--- src/design/usb_ep_ctrl_cfg.svh ---
// register map, field positions and reset values of the endpoint control block
`ifndef USB_EP_CTRL_CFG_SVH
`define USB_EP_CTRL_CFG_SVH

`define EP_COUNT          7
`define DMA_CHANNELS      6
`define BUS_ADDR_W        12

`define CTRL_BASE         12'h1C0
`define CTRL_SET_BASE     12'h1F0
`define CTRL_CLR_BASE     12'h220
`define EP_STRIDE         12'h004
`define NEXTDESC_BASE     12'h310
`define DMA_STRIDE        12'h010

`define CTRL_RESET        32'h0000_0000
`define NEXTDESC_RESET    28'h000_0000
`define READ_ZERO         32'h0000_0000

`define BIT_IRQ_EN_MSB    7
`define BIT_BUSY_IRQ_EN   12
`define BIT_KILL          13
`define BIT_HANDOVER      14
`define BIT_DMA_PAUSE     16
`define BIT_TOGGLE_RST    18
`define BIT_STALL         19
`define NEXTDESC_LSB      4
`define NEW_BANK_MSB      1

`endif

--- src/design/usb_ep_pkg.sv ---
// types shared by the endpoint control block and its per-endpoint word
package usb_ep_pkg;

	typedef enum logic [1:0] {EP_CONTROL, EP_IN, EP_OUT} ep_type_t;

	// events from the packet engine, all one-cycle pulses except levels noted
	typedef struct packed {
		logic       bank_done;
		logic       setup_rcvd;
		logic       kill_done;
		logic       kill_sent;
		logic       busy_flag;
		logic       rw_allowed;
		logic [7:0] flags;
	} ep_evt_t;

	// commands and levels towards the packet engine
	typedef struct packed {
		logic bank_advance;
		logic kill_start;
		logic busy_bank_dec;
		logic in_sent_set;
		logic toggle_reset;
		logic stall_request;
		logic read_write_allowed;
		logic endpoint_interrupt;
	} ep_cmd_t;

endpackage

--- src/design/usb_endpoint_control_regs.sv ---
// endpoint control registers, DMA pause gating and next-descriptor pointers
// Behaviour
// - pause bit set: any endpoint interrupt pauses its DMA, enable ignored
// - new-bank interrupt: previous bank finishes, new bank not requested
// - other pausing interrupts withdraw the request and pause at once
// - control endpoints: handover and read-write-allowed always read zero
// - IN endpoint: handover sets when bank frees, with sent flag
// - IN endpoint: clearing handover commits bank data and advances bank
// - OUT endpoint: handover sets when bank fills, with received flag
// - OUT endpoint: clearing handover releases bank and advances bank
// - kill set starts discarding last IN bank; hardware clears when done
// - kill end decrements busy banks; sent-instead also sets sent flag
// - two banks ready: first is sent, last is killed
// - busy-bank interrupt enable set and cleared by write-one bits
// - enables 7..0 set by set-register ones, cleared by clear-register ones
// - bits 6 and 2 enable one of two interrupts by endpoint type
// - clear register clears written ones, reads zero, 4-byte stride
// - set register sets written ones, leaves zeros, 4-byte stride
// - stall request set and cleared at bit 19; toggle reset set at 18
// - next-descriptor per channel, bits 31:4, resets zero, 16-byte stride
// - stall request answers STALL and self-clears on new SETUP
// - toggle reset forces DATA0 next and clears itself at once
// - next-descriptor written by software or by descriptor loading
//
// The strobed register port is this design's own decision.
`timescale 1ns/100ps
`default_nettype none
`include "usb_ep_ctrl_cfg.svh"

module usb_endpoint_control_regs
	import usb_ep_pkg::*;
(
	input  wire logic                     sys_clk,
	input  wire logic                     rst_n,
	input  wire logic [`BUS_ADDR_W-1:0]   bus_addr,
	input  wire logic [31:0]              bus_wdata,
	input  wire logic                     bus_wr,
	input  wire logic                     bus_rd,
	output logic [31:0]                   bus_rdata,
	input  wire ep_type_t                 ep_type [`EP_COUNT],
	input  wire ep_evt_t                  ep_evt [`EP_COUNT],
	input  wire logic [1:0]               busy_bank_count [`EP_COUNT],
	output ep_cmd_t                       ep_cmd [`EP_COUNT],
	input  wire logic [`DMA_CHANNELS-1:0] dma_want,
	input  wire logic [`DMA_CHANNELS-1:0] dma_on_prev,
	output logic [`DMA_CHANNELS-1:0]      dma_request,
	output logic [`DMA_CHANNELS-1:0]      dma_pause_now,
	input  wire logic [`DMA_CHANNELS-1:0] desc_load,
	input  wire logic [27:0]              desc_addr [`DMA_CHANNELS],
	output logic [27:0]                   next_descriptor_pointer [`DMA_CHANNELS]
);

	logic [`EP_COUNT-1:0]     set_wr;
	logic [`EP_COUNT-1:0]     clr_wr;
	logic [`DMA_CHANNELS-1:0] desc_wr;
	logic [31:0]              ctrl_word [`EP_COUNT];
	logic [31:0]              next_rdata;

	////////////////////////////////////////////////////////////////////////
	// write decode

	always_comb
	begin
		for (int i = 0; i < `EP_COUNT; i++)
		begin
			set_wr[i] = bus_wr &&
				(bus_addr == `CTRL_SET_BASE + `EP_STRIDE * 12'(i));
			clr_wr[i] = bus_wr &&
				(bus_addr == `CTRL_CLR_BASE + `EP_STRIDE * 12'(i));
		end
		for (int c = 0; c < `DMA_CHANNELS; c++)
			desc_wr[c] = bus_wr &&
				(bus_addr == `NEXTDESC_BASE + `DMA_STRIDE * 12'(c));
	end

	////////////////////////////////////////////////////////////////////////
	// per-endpoint control words

	generate
		for (genvar g = 0; g < `EP_COUNT; g++)
		begin : gen_ep
			ep_ctrl_word u_word (
				.sys_clk         (sys_clk),
				.rst_n           (rst_n),
				.ep_type         (ep_type[g]),
				.set_wr          (set_wr[g]),
				.clr_wr          (clr_wr[g]),
				.wdata           (bus_wdata),
				.evt             (ep_evt[g]),
				.busy_bank_count (busy_bank_count[g]),
				.ctrl_word       (ctrl_word[g]),
				.cmd             (ep_cmd[g])
			);
		end
	endgenerate

	////////////////////////////////////////////////////////////////////////
	// DMA gating, channel c serves endpoint c+1

	always_ff @(posedge sys_clk or negedge rst_n)
	begin
		if (!rst_n)
		begin
			dma_request <= '0;
			dma_pause_now <= '0;
		end
		else
		begin
			for (int c = 0; c < `DMA_CHANNELS; c++)
			begin
				// any flag pauses, whatever the interrupt enables say
				dma_request[c] <= dma_want[c] &&
					!(ctrl_word[c+1][`BIT_DMA_PAUSE] &&
					((|ep_evt[c+1].flags) || ep_evt[c+1].busy_flag));
				// new-bank flags leave the previous-bank transfer running
				dma_pause_now[c] <= ctrl_word[c+1][`BIT_DMA_PAUSE] &&
					((|ep_evt[c+1].flags[7:`NEW_BANK_MSB+1]) ||
					ep_evt[c+1].busy_flag ||
					((|ep_evt[c+1].flags[`NEW_BANK_MSB:0]) && !dma_on_prev[c]));
			end
		end
	end

	////////////////////////////////////////////////////////////////////////
	// next-descriptor pointers

	always_ff @(posedge sys_clk or negedge rst_n)
	begin
		if (!rst_n)
		begin
			for (int c = 0; c < `DMA_CHANNELS; c++)
				next_descriptor_pointer[c] <= `NEXTDESC_RESET;
		end
		else
		begin
			for (int c = 0; c < `DMA_CHANNELS; c++)
			begin
				if (desc_wr[c])
					next_descriptor_pointer[c] <= bus_wdata[31:`NEXTDESC_LSB];
				else if (desc_load[c])
					next_descriptor_pointer[c] <= desc_addr[c];
			end
		end
	end

	////////////////////////////////////////////////////////////////////////
	// read path, data one cycle after the strobe

	always_comb
	begin
		next_rdata = `READ_ZERO;
		for (int i = 0; i < `EP_COUNT; i++)
			if (bus_addr == `CTRL_BASE + `EP_STRIDE * 12'(i))
				next_rdata = ctrl_word[i];
		for (int c = 0; c < `DMA_CHANNELS; c++)
			if (bus_addr == `NEXTDESC_BASE + `DMA_STRIDE * 12'(c))
				next_rdata = {next_descriptor_pointer[c], 4'h0};
	end

	always_ff @(posedge sys_clk or negedge rst_n)
	begin
		if (!rst_n)
			bus_rdata <= `READ_ZERO;
		else if (bus_rd)
			bus_rdata <= next_rdata;
		else
			bus_rdata <= `READ_ZERO;
	end

	generate
		for (genvar a = 0; a < `EP_COUNT; a++)
		begin : gen_chk

		end

		for (genvar d = 0; d < `DMA_CHANNELS; d++)
		begin : gen_dma_chk

		end
	endgenerate
endmodule

`default_nettype wire

--- src/design/ep_ctrl_word.sv ---
// control word of one endpoint: set/clear bits and engine commands
`timescale 1ns/100ps
`default_nettype none
`include "usb_ep_ctrl_cfg.svh"

module ep_ctrl_word
	import usb_ep_pkg::*;
(
	input  wire logic        sys_clk,
	input  wire logic        rst_n,
	input  wire ep_type_t    ep_type,
	input  wire logic        set_wr,
	input  wire logic        clr_wr,
	input  wire logic [31:0] wdata,
	input  wire ep_evt_t     evt,
	input  wire logic [1:0]  busy_bank_count,
	output logic [31:0]      ctrl_word,
	output ep_cmd_t          cmd
);

	logic [31:0] set_b;
	logic [31:0] clr_b;
	logic [7:0]  irq_en;
	logic        busy_en;
	logic        dma_pause;
	logic        stall;
	logic        handover;
	logic        kill;
	logic        toggle;
	logic        advance;
	logic        kill_go;
	logic        busy_dec;
	logic        sent_set;
	logic        rw_ok;
	logic        ep_irq;
	logic        is_ctrl;
	logic        is_in;
	logic        single_bank;
	logic        kill_end;

	assign set_b = set_wr ? wdata : `READ_ZERO;
	assign clr_b = clr_wr ? wdata : `READ_ZERO;
	assign is_ctrl = (ep_type == EP_CONTROL);
	assign is_in = (ep_type == EP_IN);
	// an IN token only replaces the kill while a single bank is busy
	assign single_bank = (busy_bank_count == 2'h1);
	assign kill_end = evt.kill_done | (evt.kill_sent & single_bank);

	always_ff @(posedge sys_clk or negedge rst_n)
	begin
		if (!rst_n)
		begin
			irq_en <= 8'h00;
			busy_en <= 1'b0;
			dma_pause <= 1'b0;
		end
		else
		begin
			irq_en <= (irq_en | set_b[`BIT_IRQ_EN_MSB:0]) & ~clr_b[`BIT_IRQ_EN_MSB:0];
			busy_en <= (busy_en | set_b[`BIT_BUSY_IRQ_EN]) & ~clr_b[`BIT_BUSY_IRQ_EN];
			dma_pause <= (dma_pause | set_b[`BIT_DMA_PAUSE]) & ~clr_b[`BIT_DMA_PAUSE];
		end
	end

	always_ff @(posedge sys_clk or negedge rst_n)
	begin
		if (!rst_n)
			stall <= 1'b0;
		else if (set_b[`BIT_STALL] | clr_b[`BIT_STALL])
			stall <= set_b[`BIT_STALL];
		else if (evt.setup_rcvd)
			stall <= 1'b0;
	end

	always_ff @(posedge sys_clk or negedge rst_n)
	begin
		if (!rst_n)
			handover <= 1'b0;
		else if (is_ctrl)
			handover <= 1'b0;
		else if (clr_b[`BIT_HANDOVER])
			handover <= 1'b0;
		else if (evt.bank_done)
			handover <= 1'b1;
	end

	always_ff @(posedge sys_clk or negedge rst_n)
	begin
		if (!rst_n)
			kill <= 1'b0;
		else if (set_b[`BIT_KILL] & is_in)
			kill <= 1'b1;
		else if (kill_end)
			kill <= 1'b0;
	end

	always_ff @(posedge sys_clk or negedge rst_n)
	begin
		if (!rst_n)
		begin
			toggle <= 1'b0;
			advance <= 1'b0;
			kill_go <= 1'b0;
			busy_dec <= 1'b0;
			sent_set <= 1'b0;
			rw_ok <= 1'b0;
			ep_irq <= 1'b0;
		end
		else
		begin
			toggle <= set_b[`BIT_TOGGLE_RST];
			advance <= clr_b[`BIT_HANDOVER] & handover & ~is_ctrl;
			kill_go <= set_b[`BIT_KILL] & ~kill & is_in;
			busy_dec <= kill & kill_end;
			sent_set <= kill & evt.kill_sent & single_bank;
			rw_ok <= evt.rw_allowed & ~is_ctrl;
			ep_irq <= (|(evt.flags & irq_en)) | (evt.busy_flag & busy_en);
		end
	end

	assign ctrl_word = {12'h000, stall, toggle, 1'b0, dma_pause, 1'b0,
		handover & ~is_ctrl, kill, busy_en, 4'h0, irq_en};
	assign cmd = '{bank_advance: advance, kill_start: kill_go,
		busy_bank_dec: busy_dec, in_sent_set: sent_set,
		toggle_reset: toggle, stall_request: stall,
		read_write_allowed: rw_ok, endpoint_interrupt: ep_irq};

endmodule

`default_nettype wire

--- config.mk ---
export PLATFORM = sky130hd
export DESIGN_NAME = usb_endpoint_control_regs
export DESIGN_NICKNAME = d
export VERILOG_FILES = /design/src/design/usb_ep_pkg.sv /design/src/design/usb_endpoint_control_regs.sv /design/src/design/ep_ctrl_word.sv
export VERILOG_INCLUDE_DIRS = /design/src /design/src/design
export SDC_FILE = /design/constraint.sdc
export NUM_CORES = 1
export LEC_CHECK = 0
export ABC_AREA = 1
export BUFFER_PORTS_ARGS = -buffer_cell sky130_fd_sc_hd__buf_2
export CORE_MARGIN = 1.5
export CORE_UTILIZATION = 30
export DETAILED_ROUTE_END_ITERATION = 16
export GPL_ROUTABILITY_DRIVEN = 0
export GPL_TIMING_DRIVEN = 0
export SLEW_MARGIN = 20
export SYNTH_ARGS = -nofsm -noshare
export SYNTH_HDL_FRONTEND = slang
export SYNTH_SLANG_ARGS = --single-unit
--- constraint.sdc ---
create_clock -name sys_clk -period 1.8 [get_ports sys_clk]
set_clock_uncertainty 0.15 [all_clocks]
set_input_delay 0.36 -clock sys_clk [delete_from_list [all_inputs] [get_ports sys_clk]]
set_output_delay 0.36 -clock sys_clk [all_outputs]
set_load 0.02 [all_outputs]
==> qor.yml <==
outcome: "finished, violations left"
violations: "negative hold slack, negative setup slack"
holdWs_ns: -0.002107
cp-start-kind: "primary input"
antenna_found_initial: 8
first_global_vias: 21180
synth-seq-cells: 352
cp_max_fo: 10
drtPass1Iterations: 8
finalSetupViolations: 3
grt_util_all_layers_pct: 31.92
row_count: 90
ys_seq_area_share_pct: 48.51
yosysTopAreaCell: "dfrtp_1"
finalCriticalPeriod_ns: 1.844
syn_area_per_cell_um2: 8.099
rsz0062_at_grt: "true"
clk-insertion-delay-late_ns: 0.58
ir_worst_vdd_mv: 0.5794
synth-edff-count: 0
crit_type: "in -> reg"
clock_sinks: 352
syn_inst: 2242
grtUsageMet2_pct: 55.09
vias_per_cell: 5.319
busiest_layer: "met2"
root_buffer: "clkbuf_16"
fmax_ghz: 0.5423
hp-class: "in -> reg"
powerDensity_nw_per_um2: 748.9
worst_slew_pin_slew_ns: 1.189
wirelength_um: 102300
grt_start_max_net_pins: 90
drt_iter0_drc: 1979
largest_register_ffs: 168
ant_nets: 0
largest-register: "next_descriptor_pointer"
timing.max_cap.violations: 0
overflow: 0
p_leak_nw: 14.25
synth_common_cells: "inv_1, dfrtp_1, nand2_1, nand3_1, o21ai_0"
cts_buffer_depth: 3
dpl.hpwl_um: 77910
arrival_ns: 2.20
met1_usage_pct: 36.33
ios: 628
post_drt_wl_per_cell_um: 25.17
nets: 3612
top_regs: "next_descriptor_pointer: 168 flops, gen_ep.u_word.irq_en: 56 flops, bus_rdata: 32 flops"
required_ns: 2.15
dr_total_vias: 21620
critPathCaptureType: "flop"
synth_nets: 2602
ys_async_sr_fraction_pct: 100.0
synthFlopType: "dfrtp_1"
core_area_um2: 60130
die-area_um2: 62010
h-tree-depth: 2
timing.slew.headroom_pct: 20.72
grt_pass1_wl_um: 143900
portBuffers: 625
path_clk_slew_ns: 0.06
numCtsBuffers: 43
yosysWarnings: 0
die_y_um: 249.0
grt_use_met3_pct: 5.632
synth_area_leaders: "dfrtp_1, inv_1, nand3_1"
fin_total_pwr_w: 0.02105
syn-cell-area_um2: 18160
slew_viol_final: 0
synth_most_common_cell: "inv_1"
area_growth_pct: 54.79
synth_cell_type_count: 40
tns_ns: -0.08101
worst_slack_ns: -0.04416
drive_gt1_share_pct: 31.66
yosys.area.top_type_share_pct: 48.51
period_share_pct: 102.5
final_hold_viol_count: 1
place_inst: 3655
die_w_um: 249.0
fillers: 5966
final_util_pct: 46.74
cts_tree: "yes"
drc: 0
initial_utilization_pct: 30.20
final-instance-count-excl-fill: 4065
[power breakdown]
part | internal, W | switching (W)
Sequential | 0.00829 | 0.000348
Clock | 0.00515 | 0.00365
Combinational | 0.00138 | 0.00222
[critical path, stage by stage]
cell and delay (ns):
buf_6 0.10, nor2_4 0.19, nand2_4 0.16, nor2_4 0.25, nand2_4 0.11, buf_4 0.21
o2111ai_1 0.40, o211ai_1 0.24, a21oi_1 0.17
[per-layer routing]
metal | routed length [µm] | vias up | share of wire [%]
li1 | - | 9579 | -
met4 | 8103 | 8 | 7.9
met3 | 8111 | 327 | 7.9
met2 | 49440 | 1291 | 48
met1 | 36590 | 10420 | 36
met5 | 53 | - | 0.052
[timing repair]
action,in CTS,in global routing
hold buffers,287,0
gates cloned,0,5
resized for setup,121,228
buffers inserted,13,33
hold endpoints to repair,339,0
setup endpoints to repair,272,386
pin swaps,13,59
[layout make-up]
cell class | instances | area (µm²) | area share, %
inverter | 378 | 1456 | 5.181
clock inverter | 15 | 161.4 | 0.5742
buffer | 183 | 1172 | 4.171
multi-input combinational | 1325 | 7572 | 26.94
clock buffer | 57 | 1219 | 4.336
antenna | 4 | 10.01 | 0.03561
sequential | 352 | 8812 | 31.35
timing repair buffer | 969 | 6726 | 23.93
tap | 782 | 978.4 | 3.481
[layout by cell type, fill, tap and decap left out, types with 10 or more instances in the layout]
master         instances
inv_1                344
a21oi_1               50
clkbuf_1              45
a31oi_1               32
nand2_1              237
dfrtp_1              349
nand2_2               31
o221ai_1              60
buf_4                109
buf_6                 21
buf_2                629
nand4_1               18
nor2_1               145
o21ai_0              191
o211ai_1              94
nor2_4                22
o22ai_1               23
clkbuf_2              25
o21ai_1               37
nor4_1                12
nand3_1              246
clkbuf_16             48
dlygate4sd3_1        287
clkbuf_4              10
buf_1                 10
nor2_2                12
inv_2                 16
[stage by stage]
step | worst slack [ns] | cell area, µm² | hold WS (ns)
after floorplan | -0.004240 | 18170 | -0.08559
after global placement | -7.159 | 22270 | 0.2840
after detailed placement | -1.092 | 22430 | 0.1417
after CTS | -0.09751 | 27110 | 0.001144
after global routing | -0.05972 | 28100 | 0.02245
final | -0.04416 | 28110 | -0.002107
[cells by family (layout without fill, tap and decap cells)]
logic type / count (synthesis) / in the layout / share of synthesized area (%)
AOI/OAI and AO/OA: 560 / 560 / 19.47
other: 0 / 4 / 0
and+or+nand+nor: 765 / 765 / 18.73
buffers and inverters: 565 / 1602 / 13.29
DFF: 352 / 352 / 48.51
[final timing paths]
check / start / endpoint / slack [ns] / cells after the start
hold reg to reg: gen_ep[2].u_word.kill$_DFFE_PN0P_ / gen_ep[2].u_word.kill_go$_DFF_PN0_ / 0.30 / 1
setup / recovery: bus_addr[0] / bus_rdata[22]$_DFF_PN0_ / -0.04 / 9
hold / removal: busy_bank_count[10] / gen_ep[1].u_word.kill$_DFFE_PN0P_ / -0.002 / 4
min in group asynchronous: rst_n / gen_ep[2].u_word.ep_irq$_DFF_PN0_ / 0.15 / 2
max in group asynchronous: rst_n / dma_request[5]$_DFF_PN0_ / 0.25 / 4
setup reg to reg: gen_ep[0].u_word.stall$_DFFE_PN0P_ / bus_rdata[19]$_DFF_PN0_ / 0.06 / 12
(Power assumes the default switching activity.)
